### config.mk
export PLATFORM = sky130hd
export DESIGN_NAME = flpe_top
export DESIGN_NICKNAME = d
export VERILOG_FILES = /design/src/rtl/flpe_pkg.sv /design/src/rtl/flpe_apb_regs.sv /design/src/rtl/flpe_top.sv
export SDC_FILE = /design/constraint.sdc
export NUM_CORES = 1
export LEC_CHECK = 0
export ABC_AREA = 1
export BUFFER_PORTS_ARGS = -buffer_cell sky130_fd_sc_hd__buf_2
export CAP_MARGIN = 10
export CORE_UTILIZATION = 60
export DETAILED_ROUTE_END_ITERATION = 7
export PLACE_DENSITY = 0.88
export SYNTH_ARGS = -nofsm -noshare
export SYNTH_HDL_FRONTEND = slang
export SYNTH_SLANG_ARGS = --single-unit
export TNS_END_PERCENT = 10
### constraint.sdc
create_clock -name core_clk -period 3.35 [get_ports core_clk]
set_input_delay 0.335 -clock core_clk [delete_from_list [all_inputs] [get_ports core_clk]]
set_output_delay 0.335 -clock core_clk [all_outputs]
set_load 0.01 [all_outputs]
### src/rtl/flpe_pkg.sv
// constants for the flash page erase / row program controller
// assumes the flash device registers sit behind a small indexed read/write port
package flpe_pkg;
    // =========================================================
    // apb register offsets (byte addresses)
    localparam logic [7:0] OFS_CMD      = 8'h00;
    localparam logic [7:0] OFS_STAT     = 8'h04;
    localparam logic [7:0] OFS_ADDR     = 8'h08;
    localparam logic [7:0] OFS_DATA     = 8'h0c;
    localparam logic [7:0] OFS_IRQ_STAT = 8'h10;
    localparam logic [7:0] OFS_IRQ_EN   = 8'h14;
    localparam logic [7:0] OFS_IRQ_CLR  = 8'h18;
    // =========================================================
    // field positions
    localparam int CMD_ERASE_BIT = 0;
    localparam int CMD_PROG_BIT  = 1;
    localparam int STAT_BUSY_BIT = 0;
    localparam int STAT_CNT_LSB  = 8;
    localparam int EV_DONE_BIT   = 0;
    localparam int EV_ERR_BIT    = 1;
    localparam int EV_W          = 2;
    localparam logic [31:0] REG_RESET = 32'h0000_0000;
    // =========================================================
    // device register indices and codes
    localparam int DEV_AW = 3;
    localparam logic [2:0] DEV_CTRL = 3'h0;
    localparam logic [2:0] DEV_KEY  = 3'h1;
    localparam logic [2:0] DEV_PAGE = 3'h2;
    localparam logic [2:0] DEV_OFFS = 3'h3;
    localparam logic [2:0] DEV_BUF  = 3'h4;
    localparam int TRIG_BIT   = 15;
    localparam int PERMIT_BIT = 14;
    localparam int ERASE_BIT  = 6;
    localparam logic [3:0]  OP_PAGE_ERASE = 4'h2;
    localparam logic [3:0]  OP_ROW_PROG   = 4'h1;
    localparam logic [15:0] CTRL_ERASE    = 16'h4042;
    localparam logic [15:0] CTRL_PROG     = 16'h4001;
    localparam logic [15:0] KEY_FIRST     = 16'h0055;
    localparam logic [15:0] KEY_SECOND    = 16'h00aa;
    localparam int ROW_WORDS_DEF = 64;
    localparam int PAGE_ROWS     = 8;
    localparam logic [1:0] NOP_CYCLES = 2'h2;
    typedef enum logic [3:0] {
        S_IDLE, S_LD_PAGE, S_LD_OFFS, S_LD_DATA, S_CFG, S_PAGE,
        S_OFFS, S_KEY1, S_KEY2, S_TRIG, S_NOP, S_STALL, S_POLL,
        S_RDWAIT, S_CHECK
    } flpe_state_e;
endpackage

### src/rtl/flpe_apb_regs.sv
// apb slave: command, address, data, status and interrupt registers
// assumes one clock; pulses out are one enabled cycle wide
`timescale 1ns/1ps
module flpe_apb_regs
    import flpe_pkg::*;
(
    input  wire logic              core_clk,
    input  wire logic              nrst,
    input  wire logic              ce,
    input  wire logic              psel,
    input  wire logic              penable,
    input  wire logic              pwrite,
    input  wire logic [7:0]        paddr,
    input  wire logic [31:0]       pwdata,
    output logic      [31:0]       prdata,
    output logic                   pready,
    output logic                   pslverr,
    output logic                   irq,
    input  wire logic              busy,
    input  wire logic [6:0]        load_cnt,
    input  wire logic [EV_W-1:0]   ev,
    output logic                   cmd_erase,
    output logic                   cmd_prog,
    output logic                   cmd_load,
    output logic      [23:0]       addr_q,
    output logic      [15:0]       data_q
);
    logic            acc;
    logic            hit;
    logic [31:0]     rd_d;
    logic            err_d;
    logic [EV_W-1:0] stat_q;
    logic [EV_W-1:0] stat_d;
    logic [EV_W-1:0] en_q;
    logic [EV_W-1:0] clr;

    assign acc = psel & penable & ~pready;
    assign hit = psel & penable & pready & pwrite;

    // =========================================================
    // read mux and decode
    always_comb begin
        rd_d  = REG_RESET;
        err_d = 1'b0;
        unique case (paddr)
            OFS_CMD, OFS_IRQ_CLR: rd_d = REG_RESET;
            OFS_STAT: begin
                rd_d[STAT_BUSY_BIT] = busy;
                rd_d[STAT_CNT_LSB +: 7] = load_cnt;
            end
            OFS_ADDR:     rd_d[23:0] = addr_q;
            OFS_DATA:     rd_d[15:0] = data_q;
            OFS_IRQ_STAT: rd_d[EV_W-1:0] = stat_q;
            OFS_IRQ_EN:   rd_d[EV_W-1:0] = en_q;
            default:      err_d = 1'b1;
        endcase
    end

    // one wait state: pready rises on the second access cycle
    always_ff @(posedge core_clk or negedge nrst) begin
        if (!nrst) begin
            pready  <= 1'b0;
            prdata  <= REG_RESET;
            pslverr <= 1'b0;
        end else if (ce) begin
            pready  <= acc;
            pslverr <= acc & err_d;
            if (acc && !pwrite) begin
                prdata <= rd_d;
            end
        end
    end

    // =========================================================
    // control registers; commands while busy are dropped
    always_ff @(posedge core_clk or negedge nrst) begin
        if (!nrst) begin
            addr_q    <= 24'h000000;
            data_q    <= 16'h0000;
            en_q      <= '0;
            cmd_erase <= 1'b0;
            cmd_prog  <= 1'b0;
            cmd_load  <= 1'b0;
        end else if (ce) begin
            cmd_erase <= hit && paddr == OFS_CMD && !busy
                         && pwdata[CMD_ERASE_BIT];
            cmd_prog  <= hit && paddr == OFS_CMD && !busy
                         && !pwdata[CMD_ERASE_BIT] && pwdata[CMD_PROG_BIT];
            cmd_load  <= hit && paddr == OFS_DATA && !busy;
            if (hit && paddr == OFS_ADDR) begin
                addr_q <= pwdata[23:0];
            end
            if (hit && paddr == OFS_DATA && !busy) begin
                data_q <= pwdata[15:0];
            end
            if (hit && paddr == OFS_IRQ_EN) begin
                en_q <= pwdata[EV_W-1:0];
            end
        end
    end

    // =========================================================
    // sticky events; a new event beats a clear in the same cycle
    assign clr = (hit && paddr == OFS_IRQ_CLR) ? pwdata[EV_W-1:0] : '0;
    assign stat_d = (stat_q & ~clr) | ev;

    always_ff @(posedge core_clk or negedge nrst) begin
        if (!nrst) begin
            stat_q <= '0;
            irq    <= 1'b0;
        end else if (ce) begin
            stat_q <= stat_d;
            irq    <= |(stat_d & en_q);
        end
    end
endmodule // flpe_apb_regs

### src/rtl/flpe_top.sv
// controller that erases pages and programs rows of a flash device
// assumes the device shares core_clk and ce, answers reads one cycle
// after dev_rd and raises dev_stall while an operation runs
//
// Functional notes
// erase clears a whole eight-row page
// page saved to ram before erase
// op field 0010 selects page erase
// erase needs erase and permit bits
// page address written before erase trigger
// keys 0x55 then 0xaa before trigger
// trigger starts erase, stalls the core
// device clears trigger after erase
// op 0001, permit set: row program
// program runs stalled, trigger self-clears
// exactly 64 buffered words per row
// advance page pointer per row until done
// device refuses operations without key sequence
// wait full time before trusting contents
// two idle slots after the trigger
// nothing may break the unlock sequence
// erase setup word is 0x4042
// intervening write voids the trigger
//
// Our own choices: the register addresses and register access over APB.
`timescale 1ns/1ps
module flpe_top
    import flpe_pkg::*;
#(
    parameter int unsigned ROW_WORDS = ROW_WORDS_DEF
)(
    input  wire logic              core_clk,
    input  wire logic              nrst,
    input  wire logic              ce,
    input  wire logic              psel,
    input  wire logic              penable,
    input  wire logic              pwrite,
    input  wire logic [7:0]        paddr,
    input  wire logic [31:0]       pwdata,
    output logic      [31:0]       prdata,
    output logic                   pready,
    output logic                   pslverr,
    output logic                   irq,
    output logic      [DEV_AW-1:0] dev_addr,
    output logic      [15:0]       dev_wdata,
    output logic                   dev_wr,
    output logic                   dev_rd,
    input  wire logic [15:0]       dev_rdata,
    input  wire logic              dev_stall
);
    flpe_state_e     state_q;
    logic            busy_q;
    logic            erase_q;
    logic [6:0]      cnt_q;
    logic [1:0]      nop_q;
    logic [EV_W-1:0] ev_q;
    logic            ptr_done_q;
    logic            cmd_erase;
    logic            cmd_prog;
    logic            cmd_load;
    logic [23:0]     addr_q;
    logic [15:0]     data_q;
    logic [15:0]     ctrl_word;
    logic [15:0]     load_offs;
    logic            row_full;

    // =========================================================
    // register block
    flpe_apb_regs u_regs (
        .core_clk  (core_clk),
        .nrst      (nrst),
        .ce        (ce),
        .psel      (psel),
        .penable   (penable),
        .pwrite    (pwrite),
        .paddr     (paddr),
        .pwdata    (pwdata),
        .prdata    (prdata),
        .pready    (pready),
        .pslverr   (pslverr),
        .irq       (irq),
        .busy      (busy_q),
        .load_cnt  (cnt_q),
        .ev        (ev_q),
        .cmd_erase (cmd_erase),
        .cmd_prog  (cmd_prog),
        .cmd_load  (cmd_load),
        .addr_q    (addr_q),
        .data_q    (data_q)
    );

    // =========================================================
    // derived values
    assign ctrl_word = erase_q ? CTRL_ERASE : CTRL_PROG;
    assign load_offs = addr_q[15:0] + {8'h00, cnt_q, 1'b0};
    assign row_full  = cnt_q == ROW_WORDS[6:0];

    // =========================================================
    // sequencer
    // the whole unlock run is issued as back-to-back writes, so no
    // other write can land between the keys and the trigger
    always_ff @(posedge core_clk or negedge nrst) begin
        if (!nrst) begin
            state_q    <= S_IDLE;
            busy_q     <= 1'b0;
            erase_q    <= 1'b0;
            cnt_q      <= 7'h00;
            nop_q      <= 2'h0;
            ev_q       <= '0;
            ptr_done_q <= 1'b0;
            dev_addr   <= DEV_CTRL;
            dev_wdata  <= 16'h0000;
            dev_wr     <= 1'b0;
            dev_rd     <= 1'b0;
        end else if (ce) begin
            dev_wr <= 1'b0;
            dev_rd <= 1'b0;
            ev_q   <= '0;
            unique case (state_q)
                S_IDLE: begin
                    ptr_done_q <= 1'b0;
                    if (cmd_erase) begin
                        // whole page goes; caller saved it first
                        erase_q <= 1'b1;
                        busy_q  <= 1'b1;
                        state_q <= S_CFG;
                    end else if (cmd_prog) begin
                        if (row_full) begin
                            erase_q <= 1'b0;
                            busy_q  <= 1'b1;
                            state_q <= S_CFG;
                        end else begin
                            ev_q[EV_ERR_BIT] <= 1'b1;
                        end
                    end else if (cmd_load) begin
                        if (row_full) begin
                            ev_q[EV_ERR_BIT] <= 1'b1;
                        end else begin
                            busy_q  <= 1'b1;
                            state_q <= S_LD_PAGE;
                        end
                    end
                end
                S_LD_PAGE: begin
                    dev_wr    <= 1'b1;
                    dev_addr  <= DEV_PAGE;
                    dev_wdata <= {8'h00, addr_q[23:16]};
                    state_q   <= S_LD_OFFS;
                end
                S_LD_OFFS: begin
                    dev_wr    <= 1'b1;
                    dev_addr  <= DEV_OFFS;
                    dev_wdata <= load_offs;
                    state_q   <= S_LD_DATA;
                end
                S_LD_DATA: begin
                    dev_wr    <= 1'b1;
                    dev_addr  <= DEV_BUF;
                    dev_wdata <= data_q;
                    cnt_q     <= cnt_q + 7'h01;
                    busy_q    <= 1'b0;
                    state_q   <= S_IDLE;
                end
                S_CFG: begin
                    // op code, erase and permit in one write
                    dev_wr    <= 1'b1;
                    dev_addr  <= DEV_CTRL;
                    dev_wdata <= ctrl_word;
                    state_q   <= S_PAGE;
                end
                S_PAGE: begin
                    dev_wr    <= 1'b1;
                    dev_addr  <= DEV_PAGE;
                    dev_wdata <= {8'h00, addr_q[23:16]};
                    state_q   <= S_OFFS;
                end
                S_OFFS: begin
                    dev_wr     <= 1'b1;
                    dev_addr   <= DEV_OFFS;
                    dev_wdata  <= addr_q[15:0];
                    ptr_done_q <= 1'b1;
                    state_q    <= S_KEY1;
                end
                S_KEY1: begin
                    dev_wr    <= 1'b1;
                    dev_addr  <= DEV_KEY;
                    dev_wdata <= KEY_FIRST;
                    state_q   <= S_KEY2;
                end
                S_KEY2: begin
                    dev_wr    <= 1'b1;
                    dev_addr  <= DEV_KEY;
                    dev_wdata <= KEY_SECOND;
                    state_q   <= S_TRIG;
                end
                S_TRIG: begin
                    dev_wr    <= 1'b1;
                    dev_addr  <= DEV_CTRL;
                    dev_wdata <= ctrl_word | 16'h8000;
                    nop_q     <= NOP_CYCLES;
                    state_q   <= S_NOP;
                end
                S_NOP: begin
                    // quiet slots give the device time to raise stall
                    nop_q <= nop_q - 2'h1;
                    if (nop_q == 2'h1) begin
                        state_q <= S_STALL;
                    end
                end
                S_STALL: begin
                    if (!dev_stall) begin
                        state_q <= S_POLL;
                    end
                end
                S_POLL: begin
                    dev_rd   <= 1'b1;
                    dev_addr <= DEV_CTRL;
                    state_q  <= S_RDWAIT;
                end
                S_RDWAIT: begin
                    state_q <= S_CHECK;
                end
                S_CHECK: begin
                    // trigger still set means not finished: poll again
                    if (dev_rdata[TRIG_BIT]) begin
                        state_q <= S_STALL;
                    end else begin
                        ev_q[EV_DONE_BIT] <= 1'b1;
                        busy_q  <= 1'b0;
                        state_q <= S_IDLE;
                        if (!erase_q) begin
                            cnt_q <= 7'h00;
                        end
                    end
                end
            endcase
        end
    end
endmodule // flpe_top

## Word-level counts from Yosys, hierarchy flattened

Cells that the tools add are included.

- Flip-flop bits (word level): 112
- Bits in latches: 0
- Bits in writable memories: 0
- ROM bits: 0
- Input bits: 63
- Output and inout port bits: 56
- Logic and storage cells: 148
- Memories kept: 0

- Add/subtract/negate cells: 3
- Multipliers: 0
- Div/mod/pow operators: 0
- $lt $le $gt $ge: 0
- Eq/ne operators: 29
- Shift operators: 0
- Mux-type cells: 44
- Bitwise logic cells: 10
- Reduce and logical (&&, ||, !) cells: 41

Operators by type and width:

| cell | count |
|---|---|
| 16-bit one-hot mux with 8 select lines | 1 |
| 4-bit one-hot mux with 15 select lines | 1 |
| 4-bit 2-to-1 mux | 8 |
| 4-bit equality test (second input constant) | 7 |
| 8-bit by 5-bit equality test with 1-bit output (second input constant) | 3 |
| 7-bit 2-to-1 mux | 3 |
| 7-bit one-hot mux with 3 select lines | 1 |
| 1-bit 2-to-1 mux | 20 |
| 16-bit by 8-bit adder with 16-bit output | 1 |
| 4-bit by 3-bit equality test with 1-bit output (second input constant) | 4 |
| 8-bit by 4-bit equality test with 1-bit output (second input constant) | 2 |
| 3-bit one-hot mux with 5 select lines | 1 |
| 7-bit one-hot mux with 2 select lines | 1 |
| 2-bit AND reduction | 7 |
| 6-bit one-hot mux with 2 select lines | 1 |
| 6-bit AND reduction | 2 |
| 1-bit logical AND | 11 |
| 9-bit OR reduction | 1 |
| 4-bit by 2-bit equality test with 1-bit output (second input constant) | 2 |
| 8-bit by 3-bit equality test with 1-bit output (second input constant) | 1 |
| 8-bit logical NOT | 1 |
| 8-bit 2-to-1 mux | 1 |
| 2-bit != test (second input constant) | 4 |
| 4-bit AND reduction | 2 |
| other kinds (28) | 41 |

## Depth between registers and ports, before layout

Gate-level depths: netlist of run 1.

- Depth in word-level cells: 10
- Mapped depth: 11
- Mapped depth without buffers: 11

## Hierarchy

A second synthesis of run 1 with hierarchy kept.

- Cell total of the unflattened synthesis: 849
- Area total of the unflattened synthesis: 6422.4 sq um

By module, submodules not included:

| module | instances | cells an instance | area an instance (sq um) | seq. area each (sq um) |
|---|---|---|---|---|
| flpe_apb_regs | 1 | 393 | 3469.6 | 1851.8 |
| flpe_top | 1 | 456 | 2952.8 | 950.9 |

## Worst setup path after synthesis of run 1

No wires, ideal clock.

- Path type: reg-to-reg
- Start: register cnt_q[0]
- End: register dev_wdata[5]
- Setup time: 0.127 ns
- Data arrival time: 1.655 ns
- Required time: 3.223 ns
- Setup slack: 1.568 ns
- Cell stages (with the launch flop): 8
- Buffers on the path: 0
- Clock period less this slack: 1.782 ns
- Cells stage by stage: dfrtp_1 -> ha_1 -> fa_1 -> nand3_1 -> nand3_1 -> or2_2 -> nand3_1 -> a2bb2oi_1

- Word-level cells in the longest chain between the ends: 2

RTL lines:

| element | RTL line | text |
|---|---|---|
| start: declaration | flpe_top.sv:54 | `logic [6:0] cnt_q;` |
| start signal: assignment | flpe_top.sv:160 | `cnt_q <= cnt_q + 7'h01;` |
| 16-bit by 8-bit adder with 16-bit output | flpe_top.sv:95 | `assign load_offs = addr_q[15:0] + {8'h00, cnt_q, 1'b0};` |
| 16-bit one-hot mux with 8 select lines | flpe_top.sv:119 | `unique case (state_q)` |
| end signal: assignment | flpe_top.sv:147 | `dev_wdata <= {8'h00, addr_q[23:16]};` |
| end signal: assignment | flpe_top.sv:153 | `dev_wdata <= load_offs;` |
| end signal: assignment | flpe_top.sv:159 | `dev_wdata <= data_q;` |
| end: declaration | flpe_top.sv:45 | `output logic [15:0] dev_wdata,` |

Every way passes these cells.
A chain may end at the register's enable or synchronous reset.

## Worst setup path after layout of run 1

- Start: register u_regs.pready
- End: register u_regs.prdata[7]

- Word-level cells in the longest chain between the ends: 4

RTL lines:

| element | RTL line | text |
|---|---|---|
| start: declaration | flpe_apb_regs.sv:16 | `output logic pready,` |
| start signal: assignment | flpe_apb_regs.sv:62 | `pready <= 1'b0;` |
| start signal: assignment | flpe_apb_regs.sv:66 | `pready <= acc;` |
| 1-bit inverter | flpe_apb_regs.sv:37 | `assign acc = psel & penable & ~pready;` |
| 1-bit bitwise AND | flpe_apb_regs.sv:37 |  |
| 1-bit logical AND | flpe_apb_regs.sv:68 | `if (acc && !pwrite) begin` |
| 2-bit AND reduction (no source line) | n/a |  |
| end signal: assignment | flpe_apb_regs.sv:69 | `prdata <= rd_d;` |
| end: declaration | flpe_apb_regs.sv:15 | `output logic [31:0] prdata,` |

Every way passes these cells.

==> results.sh, run 1 <==
export IMPL_antenna_found_initial=0
export IMPL_grt_overflow=0
export IMPL_timing_hold_ws_ps=2.178
export IMPL_fp_dieW_um=103.1
export IMPL_drtPass1Iterations=5
export IMPL_fin_util_pct=69.41
export IMPL_clk_path_buf_depth=2
export IMPL_maxSlewViolCount=0
export IMPL_finalCriticalPeriod_ps=2137
export IMPL_slew_headroom_pct=38.38
export IMPL_cp_arrival_ps=2380
export IMPL_initial_core_util_pct=62.42
export IMPL_gp_congestion=0.9406
export IMPL_route_detailed_drc=0
export IMPL_htreeDepth=3
export IMPL_synth_warnings=0
export IMPL_cp_data_required_time_ps=3590
export IMPL_grt_pass1_wl_um=24630
export IMPL_clk_pin_slew_ps=100
export IMPL_ios=119
export IMPL_fin_crit_sh_pct=63.80
export IMPL_clockRootBuffer="clkbuf_8"
export IMPL_finalPower_w=0.003896
export IMPL_synth_top_area_share_pct=45.72
export IMPL_die_h_um=103.1
export IMPL_total_leakage_power_nw=3.626
export IMPL_synth_area_top_cells="dfrtp_1 46%, nand2_1 15%, inv_1 6.7%"
export IMPL_yosys_area_top_type="dfrtp_1"
export IMPL_rsz0062_at_grt="no"
export IMPL_via_count=5712
export IMPL_pre_cts_ws_ps=986.0
export IMPL_path_class="flop to flop"
export IMPL_core_um2=9819
export IMPL_cts_setup_buffers=0
export IMPL_multi_input_area_um2=2744
export IMPL_status="completed"
export IMPL_io_buffer_count=87
export IMPL_syn_area_per_cell_um2=7.475
export IMPL_setup_viol=0
export IMPL_clkSinkCount=112
export IMPL_final_nets=973
export IMPL_fillers=856
export IMPL_layout_common_cells="238 x nand2_1, 112 x dfrtp_1, 110 x inv_1"
export IMPL_hold_viol=0
export IMPL_synthDistinctLibCells=39
export IMPL_cts_tree="yes"
export IMPL_grt_pass1_vias=5280
export IMPL_fmax_ghz=0.4679
export IMPL_route_detailed_wl_per_inst_um=14.44
export IMPL_via_per_inst=5.514
export IMPL_grt_max_degree=58
export IMPL_setup_tns_final_ps=0
export IMPL_die_area_um2=10620
export IMPL_regArea_um2=2803
export IMPL_cp_start_kind="flop"
export IMPL_critPathMaxFanout=24
export IMPL_worst_slack_ps=1213
export IMPL_grt_use_total_pct=30.46
export IMPL_worst_pin_slew_ps=921.0
export IMPL_ctsHoldBuffers=0
export IMPL_maxCapViolations=0
export IMPL_power_density_nw_per_um2=571.7
export IMPL_final_common_cell="nand2_1"
export IMPL_ir_drop_mv=0.5078
export IMPL_place_hpwl_um=10940
export IMPL_drtAntennaViolNets=0
export IMPL_fin_skew_ps=15.92
export IMPL_hp_class="input port to asynchronous set/reset pin"
export IMPL_rows=36
export IMPL_yosysSeqAreaShare_pct=45.72
export IMPL_routed_wl_um=14960
export IMPL_drtIter0Drc=395
export IMPL_ctsResizeCount=0
export IMPL_endpoint_kind="flop"
export IMPL_num_antenna_cells=0
export IMPL_insertion_delay_ps=380
export IMPL_syn2layout_area_growth_pct=11.19
export IMPL_drive_gt1_share_pct=13.95
export IMPL_synthCells=820
export IMPL_synth_seq_cells=112
export IMPL_syn_area_um2=6130
export IMPL_worstRegToRegCells=8
export IMPL_cts_buffers_inserted=9
## metrics by stage
stage	instance area, um2	cells
after floorplan	6156	827
after global placement	6636	1021
after detailed placement	6636	1021
after CTS	6815	1036
after global routing	6815	1036
final	6815	1036
## synthesized netlist by cell type, drive strengths merged
| cell | count |
|---|---|
| a2bb2oi | 3 |
| a31oi | 2 |
| o21a | 2 |
| nor3 | 14 |
| inv | 116 |
| nand2 | 241 |
| dfrtp | 112 |
| a221oi | 5 |
| ha | 10 |
| or2 | 9 |
| conb | 1 |
| nand3b | 1 |
| xnor2 | 2 |
| xor2 | 2 |
| o211ai | 5 |
| o22ai | 10 |
| nor2 | 63 |
| o21ai | 80 |
| a21oi | 26 |
| clkbuf | 11 |
| a21boi | 4 |
| o31ai | 2 |
| fa | 1 |
| o221ai | 7 |
| nand4 | 18 |
| a21o | 1 |
| buf | 20 |
| nand3 | 52 |
## path summary, 6_finish.rpt
| path | from | endpoint | slack [ps] |
|---|---|---|---|
| worst min-delay path | nrst | u_regs.prdata[12]$_DFFE_PN0P_ | 2 |
| min in group core_clk | pwdata[22] | u_regs.addr_q[22]$_DFFE_PN0P_ | 190 |
| max in group asynchronous | nrst | u_regs.addr_q[16]$_DFFE_PN0P_ | 2620 |
| worst min register to register | u_regs.pslverr$_DFFE_PN0P_ | u_regs.pslverr$_DFFE_PN0P_ | 480 |
| worst max register to register | u_regs.pready$_DFFE_PN0P_ | u_regs.prdata[7]$_DFFE_PN0P_ | 1210 |
| worst max-delay path | u_regs.pready$_DFFE_PN0P_ | u_regs.prdata[7]$_DFFE_PN0P_ | 1210 |
## power breakdown
group	total, W	switching, W	internal [W]
logic	0.00138	0.000887	0.000495
clock network	0.000774	0.000430	0.000343
registers	0.00174	0.000184	0.00156
total	0.00390	0.00150	0.00239
## logic make-up (layout without fill, tap and decap cells)
| family | count (synthesis) | after routing | share of synthesized area, % |
|---|---|---|---|
| AOI/OAI and AO/OA | 147 | 147 | 13.80 |
| adders and majority gates | 11 | 11 | 2.368 |
| DFF | 112 | 112 | 45.72 |
| other | 1 | 8 | 0.06118 |
| buffers and inverters | 147 | 223 | 9.941 |
| and+or+nand+nor | 398 | 398 | 27.54 |
| xor gates and xnor gates | 4 | 4 | 0.5716 |
## layout make-up
cell class	instances	share of cell area, %
clock buffer	12	1.983
clock inverter	3	0.6426
inverter	116	6.389
multi-input combinational	568	40.26
sequential	112	41.12
tap	133	2.442
timing repair buffer	92	7.160
## layer usage
metal / GRT usage (%) / vias to the layer above / routed length (um)
met5: 0 / - / 0
met4: 13.43 / 0 / 535
met3: 5.288 / 46 / 1055
met2: 48.51 / 228 / 6818
met1: 41.15 / 2644 / 6554
li1: - / 2794 / -
## registers in the layout (all words and copies together) (netlist names)
register	flops
dev_wdata	16
u_regs.irq	1
nop_q	2
dev_rd	1
u_regs.prdata	24
dev_wr	1
u_regs.pready	1
u_regs.addr_q	24
u_regs.stat_q	2
u_regs.en_q	2
u_regs.cmd_prog	1
u_regs.cmd_load	1
cnt_q	7
state_q	4
busy_q	1
dev_addr	3
u_regs.data_q	16
u_regs.pslverr	1
erase_q	1
u_regs.cmd_erase	1
ev_q	2
## critical path, stage by stage (launching register included)
cell and delay (ps):
dfrtp_1 370, inv_1 60, nand4_1 100, nor2_1 60, buf_4 170, inv_1 640, nor2_4 70, inv_1 360
o221ai_1 170
No activity file was read; power rests on OpenSTA's default activity.
==> inputs of run 2 (changes only) <==
--- a/config.mk
+++ b/config.mk
@@ -5,12 +5,12 @@
 export SDC_FILE = /design/constraint.sdc
 export NUM_CORES = 1
 export LEC_CHECK = 0
-export ABC_AREA = 1
+export ABC_AREA = 0
 export BUFFER_PORTS_ARGS = -buffer_cell sky130_fd_sc_hd__buf_2
 export CAP_MARGIN = 10
-export CORE_UTILIZATION = 60
+export CORE_UTILIZATION = 56
 export DETAILED_ROUTE_END_ITERATION = 7
-export PLACE_DENSITY = 0.88
+export PLACE_DENSITY = 0.83
 export SYNTH_ARGS = -nofsm -noshare
 export SYNTH_HDL_FRONTEND = slang
 export SYNTH_SLANG_ARGS = --single-unit
==> constraint.sdc (replaced) <==
create_clock -name core_clk -period 2.2 [get_ports core_clk]
set_input_delay 0.22 -clock core_clk [delete_from_list [all_inputs] [get_ports core_clk]]
set_output_delay 0.22 -clock core_clk [all_outputs]
set_load 0.01 [all_outputs]
==> run 2 against run 1 <==
- register-to-register slack worse by 1200 ps
- clock power up 82%
- critical path type unchanged
- global-route usage rose by 0.13 points
- final cell count is 16% lower
- non-clock buffer count grew 47
- routed wire length increased by 11%
- first-iteration DRC count rose by 55%
==> results.sh, run 2 <==
export IMPL_status="completed"
export IMPL_routed_wl_um=16570
export IMPL_cp_data_required_time_ps=2490
export IMPL_critPathMaxFanout=2
export IMPL_maxSlewViolCount=0
export IMPL_drtAntennaViolNets=0
export IMPL_final_cells=871
export IMPL_syn_area_per_cell_um2=9.886
export IMPL_synth_warnings=0
export IMPL_route_detailed_drc=0
export IMPL_clockRootBuffer="clkbuf_8"
export IMPL_synth_adder_area_share_pct=2.379
export IMPL_clk_pin_slew_ps=110
export IMPL_min_from="pwdata[20]"
export IMPL_dp_cells=854
export IMPL_p_sw_w=0.002483
export IMPL_grt_use_total_pct=30.59
export IMPL_place_hpwl_um=12220
export IMPL_clkSinkCount=112
export IMPL_cts_buffers_inserted=9
export IMPL_insertion_delay_ps=390
export IMPL_endpoint_kind="flop"
export IMPL_grt_pass1_vias=5278
export IMPL_worst_pin_slew_ps=546.7
export IMPL_grt_max_degree=51
export IMPL_fillers=807
export IMPL_die_h_um=106.4
export IMPL_synth_area_top_cells="dfrtp_1 46%, mux2_2 5.2%, mux2_4 4.4%"
export IMPL_worst_slack_ps=6.194
export IMPL_power_density_nw_per_um2=898.1
export IMPL_setup_viol=0
export IMPL_worstRegToRegCells=8
export IMPL_via_count=5441
export IMPL_swShare_pct=38.48
export IMPL_rsz0062_at_grt="yes"
export IMPL_route_detailed_wl_per_inst_um=19.02
export IMPL_gp_congestion=0.9448
export IMPL_synth_edff_count=0
export IMPL_io_buffer_count=87
export IMPL_drtIter0Drc=612
export IMPL_ir_drop_mv=0.6741
export IMPL_htreeDepth=3
export IMPL_clk_path_buf_depth=2
export IMPL_final_common_cell="dfrtp_1"
export IMPL_total_leakage_power_nw=3.547
export IMPL_multi_input_area_um2=3059
export IMPL_hold_viol=0
export IMPL_r2r_start="u_regs.addr_q[1]$_DFFE_PN0P_"
export IMPL_async_reset_ff_share_pct=100.0
export IMPL_ff2ff_setup_slack_ps=6
export IMPL_synthCells=617
export IMPL_synth_xor_area_share_pct=2.728
export IMPL_cp_depth=8
export IMPL_syn2layout_area_growth_pct=17.78
export IMPL_r2r_end="dev_wdata[7]$_DFFE_PN0P_"
export IMPL_slowest_delay_ps=410
export IMPL_die_area_um2=11310
export IMPL_yosys_area_top_type="dfrtp_1"
export IMPL_synth_common_cells="112 x dfrtp_1, 70 x nand2_1, 54 x o21ai_0"
export IMPL_crit_chain="ha_2 > fa_2 > a21o_1 > and4_1 > or2_4 > xor2_2 > a221oi_2 > o21ai_1"
export IMPL_grt_pass1_wl_um=26320
export IMPL_via_per_inst=6.247
export IMPL_fin_skew_ps=15.92
export IMPL_ios=119
export IMPL_fin_crit_sh_pct=99.72
export IMPL_antenna_found_initial=0
export IMPL_path_buf_inv=0
export IMPL_finalCriticalPeriod_ps=2194
export IMPL_largestRegisters="u_regs.addr_q (24), u_regs.prdata (24)"
export IMPL_slew_headroom_pct=63.56
export IMPL_min_to="u_regs.addr_q[20]$_DFFE_PN0P_"
export IMPL_layout_common_cells="111 x dfrtp_1, 86 x buf_2, 70 x nand2_1"
export IMPL_yosys_area_share_simple_pct=14.34
export IMPL_path_class="flop to flop"
export IMPL_hp_class="input port to flop"
export IMPL_yosysSeqAreaShare_pct=45.95
export IMPL_cts_tree="yes"
export IMPL_synthFlopType="dfrtp_1"
export IMPL_synth_seq_cells=112
export IMPL_synth_top_family_by_area="compound AO/OA/AOI/OAI gates"
export IMPL_rows=37
export IMPL_syn_area_um2=6100
export IMPL_fmax_ghz=0.4558
export IMPL_muxShareOfSynthArea_pct=10.42
export IMPL_fp_dieW_um=106.4
export IMPL_pwr_share_seq_pct=39.6
export IMPL_synth_top_area_share_pct=45.95
export IMPL_synthDistinctLibCells=64
export IMPL_grt_overflow=0
export IMPL_pwr_share_clk_pct=21.8
export IMPL_core_um2=10460
export IMPL_regArea_um2=2804
export IMPL_maxCapViolations=0
export IMPL_hold_depth=2
export IMPL_synth_compound_area_share_pct=19.22
export IMPL_critical_path_top_delay_family="adder cells"
export IMPL_combPwrFrac_pct=38.5
export IMPL_drtPass1Iterations=7
export IMPL_drive_gt1_share_pct=29.66
export IMPL_crit_slowest_cell="dfrtp_1"
export IMPL_pre_cts_ws_ps=-249.0
export IMPL_internal_power_w=0.003969
export IMPL_crit_path_start="u_regs.addr_q[1]$_DFFE_PN0P_"
export IMPL_num_antenna_cells=0
export IMPL_post_synth_top_count_cell="dfrtp_1"
export IMPL_final_nets=805
export IMPL_cp_start_kind="flop"
export IMPL_cp_arrival_ps=2480
export IMPL_initial_core_util_pct=58.30
==> run 2: cell count changes after synthesis, moves of 10 or more <==
cell      change
mux2_2       +28
clkbuf_1     +16
nor2_1       -18
nand4_1      -16
inv_1        -94
nand2_1     -168
a22oi_1      +17
buf_2        -10
nand3_1      -33
a22o_1       +14
o21ai_1      -16
mux2_4       +18
==> run 2: cell families (layout without fill, tap and decap cells) <==
group	Yosys count	after routing
simple gates	182	182
compound gates	181	181
flops	112	112
buf+inv	60	171
mux	51	51
xor+xnor	19	19
fa+ha+maj	11	11
other cells	1	8
==> run 2: worst max-delay path by stage <==
| stage | to |
|---|---|
| 2_1_floorplan | u_regs.data_q[10]$_DFFE_PN0P_ |
| 3_3_place_gp | u_regs.addr_q[13]$_DFFE_PN0P_ |
| 3_5_place_dp | u_regs.addr_q[12]$_DFFE_PN0P_ |
| 4_1_cts | dev_wdata[7]$_DFFE_PN0P_ |
| 5_1_grt | dev_wdata[7]$_DFFE_PN0P_ |
| 6_report | dev_wdata[7]$_DFFE_PN0P_ |
==> run 2: timing repair <==
action                                  4_1_cts  5_1_grt
resized for setup                             4       13
hold buffers                                  1        0
pin swaps                                     1       10
endpoints found under the hold margin        38        0
endpoints found under the setup margin        5       12
buffers inserted                              1        0
==> run 2: power by group through the flow <==
stage / Combinational (W) / Sequential, W / Clock (W)
floorplan: 0.00136 / 0.00262 / 0
global placement: 0.00228 / 0.00256 / 0
detailed placement: 0.00237 / 0.00259 / 0
CTS: 0.00240 / 0.00255 / 0.00142
global route: 0.00270 / 0.00259 / 0.00150
finish: 0.00249 / 0.00256 / 0.00141
==> run 2: final cells by class <==
cell class / instances / area share (%)
Multi-Input combinational cell: 452 / 42.58
Sequential cell: 112 / 39.03
Timing Repair Buffer: 139 / 11.91
Tap cell: 136 / 2.369
Clock buffer: 11 / 2.107
Clock inverter: 4 / 1.062
Inverter: 17 / 0.9404
==> run 2: stage by stage <==
| step | util, % | hold slack [ps] | cell area [um2] | total power, W | setup TNS [ps] |
|---|---|---|---|---|---|
| 2_1_floorplan | - | -75.59 | 6130 | 0.003976 | -4538 |
| 3_3_place_gp | 65.94 | 230.5 | 6899 | 0.004848 | -7656 |
| 3_5_place_dp | 65.94 | 235.3 | 6899 | 0.004955 | -8703 |
| 4_1_cts | 68.36 | 46.98 | 7152 | 0.006370 | -17.58 |
| 5_1_grt | 68.67 | 37.82 | 7184 | 0.006784 | -169.8 |
| 6_report | 68.67 | 58.61 | 7184 | 0.006452 | 0 |
==> run 2: metal layers <==
layer  up-vias  global-route usage (%)  share of wire, %
li1       2439                       -                 -
met2       285                   50.23                48
met1      2676                   39.08                40
met3        41                   6.806               8.0
met4         0                   12.50               3.2
met5         -                       0                 0
